File: src/hw/vsc_pkg.sv
// Shared constants and types for the serial display command link
package vsc_pkg;
  // Timing, all times in ns
  localparam int CLK_NS = 5;
  localparam int RST_PW_NS = 2000;
  localparam int READY_NS = 3000000;
  localparam int HALF_NS = 1000;
  localparam int CS_GAP_NS = 1000;
  localparam int DOFF_NS = 2000;
  localparam int RST_PW_CYC = (RST_PW_NS + CLK_NS - 1) / CLK_NS;
  localparam int READY_CYC = (READY_NS + CLK_NS - 1) / CLK_NS;
  localparam int HALF_CYC = (HALF_NS + CLK_NS - 1) / CLK_NS;
  localparam int CS_GAP_CYC = (CS_GAP_NS + CLK_NS - 1) / CLK_NS;
  localparam int DOFF_CYC = (DOFF_NS + CLK_NS - 1) / CLK_NS;
  localparam int HCNT_W = 20;

  // Display geometry
  localparam int ANODES = 35;
  localparam int GRIDS = 16;
  localparam logic [4:0] SLOTS = 5'd24;
  localparam logic [7:0] SLOT_TICKS = 8'hff;
  localparam logic [7:0] DUTY_MAX = 8'hf0;

  // Command decode
  localparam logic [7:0] OP_DIM_MASK = 8'hfc;
  localparam logic [7:0] OP_DIM = 8'he4;
  localparam logic [7:0] OP_LIGHT_MASK = 8'hfc;
  localparam logic [7:0] OP_LIGHT = 8'he8;
  localparam logic [7:0] OP_GRAY_MASK = 8'he0;
  localparam logic [7:0] OP_GRAY = 8'ha0;
  localparam logic [7:0] OP_LVL_MASK = 8'he0;
  localparam logic [7:0] OP_LVL = 8'hc0;
  localparam logic [2:0] SEL_BANK_A = 3'h0;
  localparam logic [2:0] SEL_BANK_B = 3'h1;
  localparam int LIGHT_HS_BIT = 0;
  localparam int LIGHT_LS_BIT = 1;

  // Reset values
  localparam logic [7:0] DUTY_RST = 8'h00;
  localparam logic [7:0] LEVEL_RST = 8'h00;
  localparam logic [4:0] LVL_ADDR_RST = 5'h00;
  localparam logic HIGH_RST = 1'b0;
  localparam logic LOW_RST = 1'b1;

  // Controller register map (AXI4-Lite, byte addresses)
  localparam logic [7:0] REG_CMD = 8'h00;
  localparam logic [7:0] REG_STATUS = 8'h04;
  localparam logic [7:0] REG_RESET = 8'h08;
  localparam int CMD_TWO_BIT = 16;
  localparam logic [1:0] RESP_OKAY = 2'h0;
  localparam logic [1:0] RESP_SLVERR = 2'h2;
  localparam logic [1:0] RESP_DECERR = 2'h3;

  typedef enum logic [1:0] {
    VSC_RX_CMD = 2'b01,
    VSC_RX_DATA = 2'b10
  } vsc_rx_t;

  typedef enum logic [8:0] {
    VSC_H_RST = 9'b000000001,
    VSC_H_WAIT = 9'b000000010,
    VSC_H_IDLE = 9'b000000100,
    VSC_H_SETUP = 9'b000001000,
    VSC_H_LOW = 9'b000010000,
    VSC_H_HIGH = 9'b000100000,
    VSC_H_GAP = 9'b001000000,
    VSC_H_HOLD = 9'b010000000,
    VSC_H_CSW = 9'b100000000
  } vsc_host_st_t;
endpackage

File: src/hw/vsc_link_if.sv
// Three-wire serial link plus reset pin between controller and display
interface vsc_link_if;
  logic cs_n;
  logic serial_shift_clock;
  logic serial_data_in;
  logic reset_n;
  modport device (
    input cs_n,
    input serial_shift_clock,
    input serial_data_in,
    input reset_n
  );
  modport host (
    output cs_n,
    output serial_shift_clock,
    output serial_data_in,
    output reset_n
  );
endinterface

File: src/hw/vsc_host.sv
// Controller end: AXI4-Lite command registers driving the serial link
module vsc_host
  import vsc_pkg::*;
#(
  parameter int READY_WAIT_CYC = READY_CYC
) (
  input wire logic aclk,
  input wire logic aresetn,
  input wire logic clk_en,
  vsc_link_if.host link,
  input wire logic [7:0] s_axil_awaddr,
  input wire logic s_axil_awvalid,
  output logic s_axil_awready,
  input wire logic [31:0] s_axil_wdata,
  input wire logic [3:0] s_axil_wstrb,
  input wire logic s_axil_wvalid,
  output logic s_axil_wready,
  output logic [1:0] s_axil_bresp,
  output logic s_axil_bvalid,
  input wire logic s_axil_bready,
  input wire logic [7:0] s_axil_araddr,
  input wire logic s_axil_arvalid,
  output logic s_axil_arready,
  output logic [31:0] s_axil_rdata,
  output logic [1:0] s_axil_rresp,
  output logic s_axil_rvalid,
  input wire logic s_axil_rready
);
  typedef struct packed {
    vsc_host_st_t st;
    logic [HCNT_W-1:0] cnt;
    logic [2:0] bitn;
    logic second;
    logic [7:0] sh;
    logic [16:0] cmd;
    logic cs_n;
    logic sck;
    logic sdi;
    logic rst_n;
    logic aw_have;
    logic w_have;
    logic [7:0] awaddr;
    logic [31:0] wdata;
    logic awready;
    logic wready;
    logic bvalid;
    logic [1:0] bresp;
    logic arready;
    logic rvalid;
    logic [31:0] rdata;
    logic [1:0] rresp;
  } vsc_host_t;

  localparam vsc_host_t HOST_RST = '{
    st: VSC_H_RST,
    cs_n: 1'b1,
    sck: 1'b1,
    default: '0
  };

  vsc_host_t q;
  vsc_host_t d;
  logic idle;

  assign idle = (q.st == VSC_H_IDLE);

  always_comb begin
    d = q;
    d.cnt = q.cnt + HCNT_W'(1);
    case (q.st)
      VSC_H_RST: begin
        d.rst_n = 1'b0;
        if (q.cnt == HCNT_W'(RST_PW_CYC - 1)) begin
          d.rst_n = 1'b1;
          d.cnt = '0;
          d.st = VSC_H_WAIT;
        end
      end
      VSC_H_WAIT: begin
        if (q.cnt == HCNT_W'(READY_WAIT_CYC - 1)) begin
          d.st = VSC_H_IDLE; // [RULE_15]
        end
      end
      VSC_H_IDLE: d.cnt = '0;
      VSC_H_SETUP: begin
        if (q.cnt == HCNT_W'(CS_GAP_CYC - 1)) begin
          d.sck = 1'b0;
          d.sdi = q.sh[0]; // [RULE_12]
          d.cnt = '0;
          d.st = VSC_H_LOW;
        end
      end
      VSC_H_LOW: begin
        if (q.cnt == HCNT_W'(HALF_CYC - 1)) begin
          d.sck = 1'b1;
          d.cnt = '0;
          d.st = VSC_H_HIGH;
        end
      end
      VSC_H_HIGH: begin
        if (q.cnt == HCNT_W'(HALF_CYC - 1)) begin
          d.cnt = '0;
          if (q.bitn != 3'h7) begin
            d.bitn = q.bitn + 3'h1;
            d.sh = {1'b0, q.sh[7:1]};
            d.sdi = q.sh[1];
            d.sck = 1'b0;
            d.st = VSC_H_LOW;
          end else if (q.cmd[CMD_TWO_BIT] && !q.second) begin
            d.bitn = 3'h0;
            d.second = 1'b1;
            d.sh = q.cmd[15:8];
            d.st = VSC_H_GAP;
          end else begin
            d.st = VSC_H_HOLD;
          end
        end
      end
      VSC_H_GAP: begin
        // Device needs time to process a byte before the next one
        if (q.cnt == HCNT_W'(DOFF_CYC - 1)) begin
          d.sck = 1'b0;
          d.sdi = q.sh[0];
          d.cnt = '0;
          d.st = VSC_H_LOW;
        end
      end
      VSC_H_HOLD: begin
        if (q.cnt == HCNT_W'(CS_GAP_CYC - 1)) begin
          d.cs_n = 1'b1;
          d.cnt = '0;
          d.st = VSC_H_CSW;
        end
      end
      VSC_H_CSW: begin
        if (q.cnt == HCNT_W'(CS_GAP_CYC - 1)) begin
          d.st = VSC_H_IDLE;
        end
      end
      default: d = HOST_RST;
    endcase

    if (s_axil_awvalid && q.awready) begin
      d.aw_have = 1'b1;
      d.awaddr = s_axil_awaddr;
    end
    if (s_axil_wvalid && q.wready) begin
      d.w_have = 1'b1;
      d.wdata = s_axil_wdata;
    end
    if (q.bvalid && s_axil_bready) begin
      d.bvalid = 1'b0;
    end
    if (q.aw_have && q.w_have && !q.bvalid) begin
      d.aw_have = 1'b0;
      d.w_have = 1'b0;
      d.bvalid = 1'b1;
      d.bresp = RESP_OKAY;
      if (q.awaddr == REG_CMD) begin
        // Zero gray level is refused; it would leave the bank dark
        if (!idle || ((q.wdata[7:0] & OP_GRAY_MASK) == OP_GRAY &&
            q.wdata[CMD_TWO_BIT] && q.wdata[15:8] == 8'h00)) begin
          d.bresp = RESP_SLVERR; // [RULE_07] [RULE_06]
        end else begin
          d.cmd = q.wdata[16:0];
          d.sh = q.wdata[7:0];
          d.bitn = 3'h0;
          d.second = 1'b0;
          d.cs_n = 1'b0; // [RULE_13]
          d.cnt = '0;
          d.st = VSC_H_SETUP;
        end
      end else if (q.awaddr == REG_RESET) begin
        if (idle && q.wdata[0]) begin
          d.cnt = '0;
          d.st = VSC_H_RST;
        end else if (!idle) begin
          d.bresp = RESP_SLVERR;
        end
      end else begin
        d.bresp = RESP_DECERR;
      end
    end

    if (q.rvalid && s_axil_rready) begin
      d.rvalid = 1'b0;
    end
    if (s_axil_arvalid && q.arready) begin
      d.rvalid = 1'b1;
      d.rresp = RESP_OKAY;
      d.rdata = '0;
      case (s_axil_araddr)
        REG_CMD: d.rdata = {15'h0, q.cmd};
        REG_STATUS: d.rdata = {30'h0, q.rst_n, idle};
        REG_RESET: d.rdata = '0;
        default: d.rresp = RESP_DECERR;
      endcase
    end
    d.awready = !d.aw_have && !d.bvalid;
    d.wready = !d.w_have && !d.bvalid;
    d.arready = !d.rvalid;
  end

  always_ff @(posedge aclk) begin
    if (!aresetn) begin
      q <= HOST_RST;
    end else if (clk_en) begin
      q <= d;
    end
  end

  assign link.cs_n = q.cs_n;
  assign link.serial_shift_clock = q.sck;
  assign link.serial_data_in = q.sdi;
  assign link.reset_n = q.rst_n;
  assign s_axil_awready = q.awready;
  assign s_axil_wready = q.wready;
  assign s_axil_bvalid = q.bvalid;
  assign s_axil_bresp = q.bresp;
  assign s_axil_arready = q.arready;
  assign s_axil_rvalid = q.rvalid;
  assign s_axil_rdata = q.rdata;
  assign s_axil_rresp = q.rresp;
endmodule // vsc_host

File: src/flat_wrapper.sv
// flat-port wrapper written by rule: the top's interface ports become plain ports
module vsc_host_flat import vsc_pkg::*;
#(
  parameter int READY_WAIT_CYC = READY_CYC
)
  (aclk, aresetn, clk_en, s_axil_awaddr, s_axil_awvalid, s_axil_awready, s_axil_wdata, s_axil_wstrb, s_axil_wvalid, s_axil_wready, s_axil_bresp, s_axil_bvalid, s_axil_bready, s_axil_araddr, s_axil_arvalid, s_axil_arready, s_axil_rdata, s_axil_rresp, s_axil_rvalid, s_axil_rready, link_cs_n, link_serial_shift_clock, link_serial_data_in, link_reset_n);
  vsc_link_if link_i ();
  input wire logic aclk;
  input wire logic aresetn;
  input wire logic clk_en;
  input wire logic [7:0] s_axil_awaddr;
  input wire logic s_axil_awvalid;
  output logic s_axil_awready;
  input wire logic [31:0] s_axil_wdata;
  input wire logic [3:0] s_axil_wstrb;
  input wire logic s_axil_wvalid;
  output logic s_axil_wready;
  output logic [1:0] s_axil_bresp;
  output logic s_axil_bvalid;
  input wire logic s_axil_bready;
  input wire logic [7:0] s_axil_araddr;
  input wire logic s_axil_arvalid;
  output logic s_axil_arready;
  output logic [31:0] s_axil_rdata;
  output logic [1:0] s_axil_rresp;
  output logic s_axil_rvalid;
  input wire logic s_axil_rready;
  output wire logic [$bits(link_i.cs_n)-1:0] link_cs_n;
  output wire logic [$bits(link_i.serial_shift_clock)-1:0] link_serial_shift_clock;
  output wire logic [$bits(link_i.serial_data_in)-1:0] link_serial_data_in;
  output wire logic [$bits(link_i.reset_n)-1:0] link_reset_n;
  assign link_cs_n = link_i.cs_n;
  assign link_serial_shift_clock = link_i.serial_shift_clock;
  assign link_serial_data_in = link_i.serial_data_in;
  assign link_reset_n = link_i.reset_n;
  vsc_host #(.READY_WAIT_CYC(READY_WAIT_CYC)) u_core (.aclk(aclk), .aresetn(aresetn), .clk_en(clk_en), .link(link_i), .s_axil_awaddr(s_axil_awaddr), .s_axil_awvalid(s_axil_awvalid), .s_axil_awready(s_axil_awready), .s_axil_wdata(s_axil_wdata), .s_axil_wstrb(s_axil_wstrb), .s_axil_wvalid(s_axil_wvalid), .s_axil_wready(s_axil_wready), .s_axil_bresp(s_axil_bresp), .s_axil_bvalid(s_axil_bvalid), .s_axil_bready(s_axil_bready), .s_axil_araddr(s_axil_araddr), .s_axil_arvalid(s_axil_arvalid), .s_axil_arready(s_axil_arready), .s_axil_rdata(s_axil_rdata), .s_axil_rresp(s_axil_rresp), .s_axil_rvalid(s_axil_rvalid), .s_axil_rready(s_axil_rready));
endmodule
File: config.mk
export PLATFORM = sky130hd
export DESIGN_NAME = vsc_host_flat
export DESIGN_NICKNAME = d
export VERILOG_FILES = /design/src/hw/vsc_pkg.sv /design/src/hw/vsc_link_if.sv /design/src/hw/vsc_host.sv /design/src/flat_wrapper.sv
export SDC_FILE = /design/constraint.sdc
export NUM_CORES = 1
export LEC_CHECK = 0
export BUFFER_PORTS_ARGS = -buffer_cell sky130_fd_sc_hd__buf_2
export CAP_MARGIN = 15
export CORE_UTILIZATION = 30
export CTS_CLUSTER_SIZE = 12
export DETAILED_ROUTE_END_ITERATION = 8
export SLEW_MARGIN = 20
export SYNTH_ARGS = -nofsm -noshare
export SYNTH_HDL_FRONTEND = slang
export SYNTH_SLANG_ARGS = --single-unit
File: constraint.sdc
create_clock -name aclk -period 5.49 [get_ports aclk]
set_input_delay 0.8235 -clock aclk [delete_from_list [all_inputs] [get_ports aclk]]
set_output_delay 0.8235 -clock aclk [all_outputs]
set_load 0.02 [all_outputs]
==> results.md, run 1 <==
* Arrival @ worst endpoint at between 3 and 4 ns
* Detail Placement HPWL at about 11000 um
* R2r endpoint: u_core.q[98]
* # IOs at roughly 110
* Critical path endpoint category: flop
* Vias per inst at 5.39
* Status: complete, no violations
* Num CTS Buffers at 17
* CP Class: flop to flop
* Starting Density at a little under a third
* CP max-delay cell: nor3_1
* Pwr dens at around 320 nW/um^2
* First-pass GRT wire length at 24600 um
* Crit path to: u_core.q[98]
* Initial DRC Count at 520
* Pin count of the biggest net entering global routing at 34
* Synth top area share at around 40%
* Initial antenna violation count at 0
* Worst-path cell chain: nor3_1 > and4_1 > and3_1 > o21bai_2 > a21oi_4 > a22o_1
* H-tree depth at 4
* Post-route ant nets at 0
* Cts hold-fix bufs at 0
* Unrepaired setup endpoints after global routing: no
* Core area at 18300 sq um
* Post-layout util at a little over a third
* Std-Cell Rows at 49
* Worst R2R Path Depth at 6
* DR vias at just under 5000
* CTS tree: done
* Synth Flop Type: dfxtp_1
* Synthesized flop and latch total at roughly 110
* F_max at between 300 and 400 MHz
* Port-buffer cells at 70
* Inserted Diodes at 0
* Most area-consuming cells after synthesis: dfxtp_1, a22o_1, buf_4, nor2_1, a21oi_1
* Total GRT Usage at about 16%
* Top cell type by total area after synthesis: dfxtp_1
* Skew-Pair Late Insertion Delay at about 0.42 ns
* Hold Vio Cnt, Final at 0
* Cells after synthesis at 638
* Num Clock Sinks at 114
* Crit-path max FO at 18
* Syn-to-layout area delta at 15.1%
* Worst path depth at 6
* Routed WL at 15000 um
* Die Height at roughly 140 um
* Vias in the first global route at between 4000 and 5000
* DR pass1 iterations at 5
* Min Clock Period, post-route at around 3.3 ns
* Leakage at 2.50 nW
* Wire per inst at around 16 um
* Buffer and inverter count on the worst path at 0
* Max Root-Sink Buffers at 2
* Setup TNS at 0 ns
* Syn Area/Cell at about 9 sq um
* PostCTS Resize Cnt at 0
* Min-delay worst type: flop to flop
* Critical Path Start: u_core.q[136]
* Die Area at a little under 20000 sq um
* MaxCap Viol Count at 0
* CP startpoint kind: flop
* Count of cell types in the netlist at 75
* Mapped Area at 5680 sq um
* Clock Skews at 0.00935 ns
* Number of fill cells at about 1900
* Final Cycle Share at about three fifths
* Seq/Total Area, Yosys at 40.1%
* Chip Width at 140 um
* Share of layout cells above drive strength 1 at between 15 and 20%
* Worst-Margin Slew at approximately 1 ns
* Placer Congestion at 0.838
* # nets final at roughly 740
* Post-synth ARST share at 0%
* Critical path required time at a little under 6 ns
* Gr ovfl total at 0
* Overall Power at between 2 and 2.5 mW
* Final setup vio count at 0
* Ys Warns at 0
* Reg clk slew, reported paths at around 0.050 ns
* EDFF count, synth at 0
* RR Startpoint: u_core.q[136]
* Kind of cell adding the most delay to the critical path: simple AND/OR/NAND/NOR gates
* Rel. slew slack at between 30% and 40%
* Worst ir drop on vdd at 0.000228 V
* Slew Viols, Final at 0
* Root buffer cell: clkbuf_16
* Hold Crit Start: u_core.q[114]
* Flop2flop setup slack at about 2.2 ns
* Post-CTS Setup Bufs at 0
* Slowest cell delay on critical path at about 0.8 ns
* DRC viols at 0
cells by family after synthesis:
kind of cell    count (synthesis)  share of synthesized area [%]
buf+inv                        82                           8.56
flops                         114                           40.1
fa+ha+maj                       3                          0.660
mux                             3                          0.528
xor+xnor                       20                           3.08
compound gates                186                           24.8
other cells                     1                         0.0660
simple gates                  229                           22.2
power by group:
part | switching [mW] | total [mW] | internal, mW
sequential | 0.0123 | 0.852 | 0.839
combinational | 0.0894 | 0.131 | 0.0415
clock | 0.362 | 1.09 | 0.729
total | 0.464 | 2.07 | 1.61
cell type report:
type                            count  area [sq um]  share of cell area [%]
Multi-Input combinational cell    456          2970                    45.4
Sequential cell                   114          2280                    34.9
Clock buffer                       24           472                    7.21
Timing Repair Buffer               75           388                    5.93
Tap cell                          229           287                    4.38
Clock inverter                      6           105                    1.61
Inverter                           10          37.5                   0.574
through the flow:
stage | setup slack [ns] | std cells | hold slack [ns] | area [sq um]
after floorplan | 3.06 | 652 | 0.433 | 5740
after global placement | 2.34 | 884 | 0.444 | 5960
after detailed placement | 2.32 | 884 | 0.447 | 5960
after CTS | 2.28 | 914 | 0.461 | 6540
after global routing | 1.97 | 914 | 0.479 | 6540
final | 2.22 | 914 | 0.464 | 6540
cell usage in the layout (no fill, tap or decap), drive strengths merged, types with 7 or more instances in the layout:
master    n
a21oi    37
a22o     59
and3     13
buf      75
clkbuf   24
conb     15
dfxtp   114
inv       9
nand2    44
nand2b    8
nand3    16
nand4    15
nor2     53
nor2b     8
nor3     20
nor4     10
o21ai    20
o22ai    16
or3       8
xnor2     7
xor2     13
cell usage after synthesis, types with 3 or more instances:
| library cell | number |
|---|---|
| dfxtp_1 | 114 |
| nand3_1 | 16 |
| o211ai_1 | 4 |
| o21ai_0 | 17 |
| ha_1 | 3 |
| o31ai_1 | 3 |
| nor4b_1 | 4 |
| nand2b_1 | 8 |
| xnor2_1 | 7 |
| nand4_1 | 14 |
| buf_2 | 5 |
| nor3_2 | 3 |
| a22o_1 | 59 |
| o2111ai_1 | 3 |
| and4_1 | 6 |
| nor4bb_1 | 3 |
| buf_6 | 5 |
| inv_1 | 9 |
| nor2_1 | 53 |
| xor2_1 | 13 |
| o2bb2ai_1 | 4 |
| o21a_1 | 6 |
| and3_1 | 13 |
| o32ai_1 | 4 |
| nor2b_1 | 8 |
| buf_1 | 3 |
| or3_1 | 7 |
| nand2_1 | 44 |
| or4_1 | 4 |
| and2_1 | 3 |
| a21oi_1 | 33 |
| nor3_1 | 17 |
| nor4_1 | 10 |
| buf_4 | 36 |
| a21oi_4 | 3 |
| mux2i_1 | 3 |
| clkbuf_1 | 23 |
| o22ai_1 | 16 |
| a31oi_1 | 5 |
per-layer routing:
| layer | wire [um] | GRT usage, % | vias up |
|---|---|---|---|
| li1 | - | - | 2429 |
| met1 | 7710 | 23.7 | 2317 |
| met2 | 6150 | 22.0 | 168 |
| met3 | 946 | 4.16 | 16 |
| met4 | 209 | 5.84 | 0 |
| met5 | 0 | 0 | - |
worst min path at each step:
stage,to,slack [ns],cells after the start
finish,u_core.q[114],0.46,2
global placement,u_core.q[114],0.44,2
CTS,u_core.q[114],0.46,2
floorplan,u_core.q[114],0.43,2
detailed placement,u_core.s_axil_rdata[1],0.45,1
global route,u_core.s_axil_rdata[13],0.48,1
worst register-to-register path, stage by stage, from the launching register on:
cell	delay (ns)
dfxtp_1	0.44
nor3_1	0.78
and4_1	0.58
and3_1	0.63
o21bai_2	0.26
a21oi_4	0.17
a22o_1	0.29
state kept, by name (all words and copies together) (netlist names):
signal,cells
u_core.q,85
u_core.s_axil_rdata,17
u_core.s_axil_bresp,2
u_core.link.cs_n,1
u_core.link.reset_n,1
u_core.link.serial_data_in,1
u_core.link.serial_shift_clock,1
u_core.s_axil_arready,1
u_core.s_axil_awready,1
u_core.s_axil_bvalid,1
u_core.s_axil_rresp,1
u_core.s_axil_rvalid,1
u_core.s_axil_wready,1
(Power assumes the default switching activity.)
==> run 2, diff against run 1 <==
--- a/config.mk
+++ b/config.mk
@@ -5,6 +5,7 @@
 export SDC_FILE = /design/constraint.sdc
 export NUM_CORES = 1
 export LEC_CHECK = 0
+export ABC_AREA = 1
 export BUFFER_PORTS_ARGS = -buffer_cell sky130_fd_sc_hd__buf_2
 export CAP_MARGIN = 15
 export CORE_UTILIZATION = 30
==> constraint.sdc (replaced) <==
create_clock -name aclk -period 3.2 [get_ports aclk]
set_input_delay 0.48 -clock aclk [delete_from_list [all_inputs] [get_ports aclk]]
set_output_delay 0.48 -clock aclk [all_outputs]
set_load 0.02 [all_outputs]
==> run 2 against run 1 <==
  * Global-route usage shrank 0.20 points
  * Sequential power up 74%
  * Worst hold slack worse by 0.15 ns
  * Core utilization fell by 0.35 points
  * Synthesized cell count increased by 45%
  * Critical path depth is 4 higher
  * Die area rose by 14%
  * Sequential share of layout area is 4.4 points lower
  * Non-clock buffer count up 2
  * Critical path type unchanged
  * Critical endpoint is now u_core.q[111]
==> results.md, run 2 <==
* Status: complete, no violations
* Arrival @ worst endpoint at 2.60 ns (-0.97 ns)
* XOR/XNOR Fraction of Synth Area at 0.812% (-2.3 points)
* Critical path endpoint category: flop
* Num CTS Buffers at 17 (unchanged)
* Synth Area in Simple Gates at 37.0% (+15 points)
* Hold Vio Cnt, Final at 0 (unchanged)
* Critical path required time at 3.54 ns (-2.25 ns)
* Final Cycle Share at 70.4% (+11 points)
* Fin worst setup slack at 0.946 ns (-1.27 ns)
* Die Height at 149 um (+6.6%)
* DRC viols at 0 (unchanged)
* Core area at 21100 sq um (+15%)
* Setup TNS at 0 ns (unchanged)
* # nets final at 1024 (+39%)
* CP Class: flop to flop
* Post-CTS Setup Bufs at 0 (unchanged)
* EDFF count, synth at 0 (unchanged)
* Vias per inst at 4.82 (-11%)
* Largest register by flop count: u_core.q
* Synth top cells by count: nand2_1, dfxtp_1, a21oi_1, nand3_1, nor2_1
* Mapped Area at 6470 sq um (+14%)
* Inserted Diodes at 0 (unchanged)
* Pin count of the biggest net entering global routing at 51 (+50%)
* Final setup vio count at 0 (unchanged)
* F_max at 444 MHz (+45%)
* Skew-Pair Late Insertion Delay at 0.42 ns (about the same)
* Post-Synth Adder-Cell Area at 0.580% (-0.081 points)
* Post-route ant nets at 0 (unchanged)
* Placed cell count at 1217 (+38%)
* H-tree depth at 4 (unchanged)
* Root buffer cell: clkbuf_16
* Vias in the first global route at 5473 (+20%)
* Syn-to-layout area delta at 15.5%
* Post-layout util at 35.5% (-0.35 points)
* First-pass GRT wire length at 27600 um (+12%)
* Slowest cell delay on critical path at 0.43 ns (-0.35 ns)
* Num Clock Sinks at 114 (unchanged)
* Cells after synthesis at 923 (+45%)
* Cts hold-fix bufs at 0 (unchanged)
* Synth Flop Type: dfxtp_1
* Count of cell types in the netlist at 47 (-37%)
* Placer Congestion at 0.837 (-0.19%)
* Worst ir drop on vdd at 0.000347 V (+52%)
* Starting Density at 30.7% (-0.41 points)
* Reg clk slew, reported paths at 0.06 ns (about the same)
* Ys Warns at 0 (unchanged)
* CTS tree: done
* Max Root-Sink Buffers at 2 (unchanged)
* Leakage at 2.92 nW (+16%)
* Detail Placement HPWL at 12100 um (+15%)
* Initial DRC Count at 464 (-11%)
* Top cell type by total area after synthesis: dfxtp_1
* Syn Area/Cell at 7.02 sq um (-21%)
* CP startpoint kind: flop
* Port-buffer cells at 70 (unchanged)
* Unrepaired setup endpoints after global routing: no
* Std-Cell Rows at 53 (+8.2%)
* Gr ovfl total at 0 (unchanged)
* Min Clock Period, post-route at 2.25 ns (-1.02 ns)
* Min-delay worst type: input pin to flop
* CP max-delay cell: ha_1
* Worst-path cell chain: ha_1 > ha_1 > inv_1 > a21oi_1 > nor2_2 > nor2_1 > o21ai_1 > nand2_1 > nand2_1 > a21oi_1
* Crit-path max FO at 13 (-5)
* Chip Width at 149 um (+6.6%)
* Worst hold stages at 3 (+1)
* DR vias at 6014 (+22%)
* Number of fill cells at 2273 (+21%)
* # IOs at 105 (unchanged)
* Largest family of logic cells by synthesized area: simple AND/OR/NAND/NOR gates
* Initial antenna violation count at 0 (unchanged)
* Total GRT Usage at 15.9% (-0.20 points)
* Multiplexer area fraction after synthesis at 0% (-0.53 points)
* Clock Skews at 0.00968 ns (+0.000330 ns)
* Pwr dens at 516 nW/um^2 (+63%)
* Commonest non-fill, non-tap cells in the layout: nand2_1, dfxtp_1, nand3_1, a21oi_1, nor2_1
* Post-synth ARST share at 0% (unchanged)
* Die Area at 22200 sq um (+14%)
* Wire per inst at 13.7 um (-16%)
* Share of layout cells above drive strength 1 at 20.6% (+3.0 points)
* Min Hold Slack at 0.312 ns (-0.152 ns)
* Worst R2R Path Depth at 10 (+4)
* MaxCap Viol Count at 0 (unchanged)
* DR pass1 iterations at 7 (+2)
* Setup WS pre-CTS at 0.928 ns (-1.39 ns)
* Most common cell in the netlist: nand2_1
* Slew Viols, Final at 0 (unchanged)
* Synthesized flop and latch total at 114 (unchanged)
* Post-synthesis compound-gate area fraction at 15.0% (-9.7 points)
* Worst-Margin Slew at 0.644 ns (-0.358 ns)
* PostCTS Resize Cnt at 0 (unchanged)
* Seq/Total Area, Yosys at 35.2% (-4.9 points)
* Synth top area share at 35.2% (-4.9 points)
* Routed WL at 17100 um (+14%)
* Non-filler cells in the finished layout at 1249 (+37%)
* Rel. slew slack at 57.0% (+24 points)
* Max reg flops at 85 (unchanged)
* Most area-consuming cells after synthesis: dfxtp_1, nand2_1, a21oi_1, nand3_1, buf_4
* Commonest non-fill, non-tap cell in the layout: nand2_1
==> run 2: cells by family (layout without fill, tap and decap cells) <==
family                   count (synthesis)  count (layout)
AND/OR/NAND/NOR                        484             484
other                                    1              15
AO/OA/AOI/OAI                          170             170
buffers and inverters                  145             182
adder cells (fa/ha/maj)                  3               3
flip-flops                             114             114
XOR/XNOR                                 6               6
==> run 2: metrics by stage <==
stage / total power, mW / area (sq um)
after floorplan: 1.71 / 6530
after global placement: 1.77 / 6830
after detailed placement: 1.78 / 6830
after CTS: 3.88 / 7480
after global routing: 3.97 / 7480
final: 3.86 / 7480
==> run 2: report_power, final <==
part	total (mW)	internal, mW	switching, mW
logic	0.268	0.0821	0.186
registers	1.48	1.45	0.0281
clock network	2.11	1.40	0.709
total	3.86	2.94	0.922
==> run 2: layer usage <==
| metal | part of all wire [%] | up-vias | GRT usage [%] | wire (um) |
|---|---|---|---|---|
| met4 | 1.2 | 0 | 6.17 | 209 |
| met3 | 4.9 | 15 | 3.15 | 838 |
| met2 | 44 | 172 | 24.1 | 7520 |
| met5 | 0 | - | 0 | 0 |
| met1 | 50 | 2724 | 21.8 | 8570 |
| li1 | - | 3103 | - | - |
==> run 2: critical path: cells and delay by family (launching register included) <==
kind            cells  cell delay, ns
flops               1            0.38
simple gates        4            0.55
fa+ha+maj           2            0.60
buf+inv             1            0.14
compound gates      3            0.50
==> run 2: final cells by class <==
| type | count | area, sq um | share of cell area [%] |
|---|---|---|---|
| clock buffer | 19 | 443 | 5.92 |
| clock inverter | 13 | 206 | 2.76 |
| inverter | 73 | 274 | 3.66 |
| multi-input combinational | 678 | 3510 | 47.0 |
| sequential | 114 | 2280 | 30.5 |
| tap | 275 | 344 | 4.60 |
| timing repair buffer | 77 | 415 | 5.56 |
==> run 2: final timing paths <==
check,from,end,slack (ns)
min reg2reg,u_core.link.serial_shift_clock,u_core.link.serial_shift_clock,0.46
max reg2reg,u_core.q[113],u_core.q[111],0.95
min,s_axil_wdata[11],u_core.q[52],0.31
max,u_core.q[113],u_core.q[111],0.95
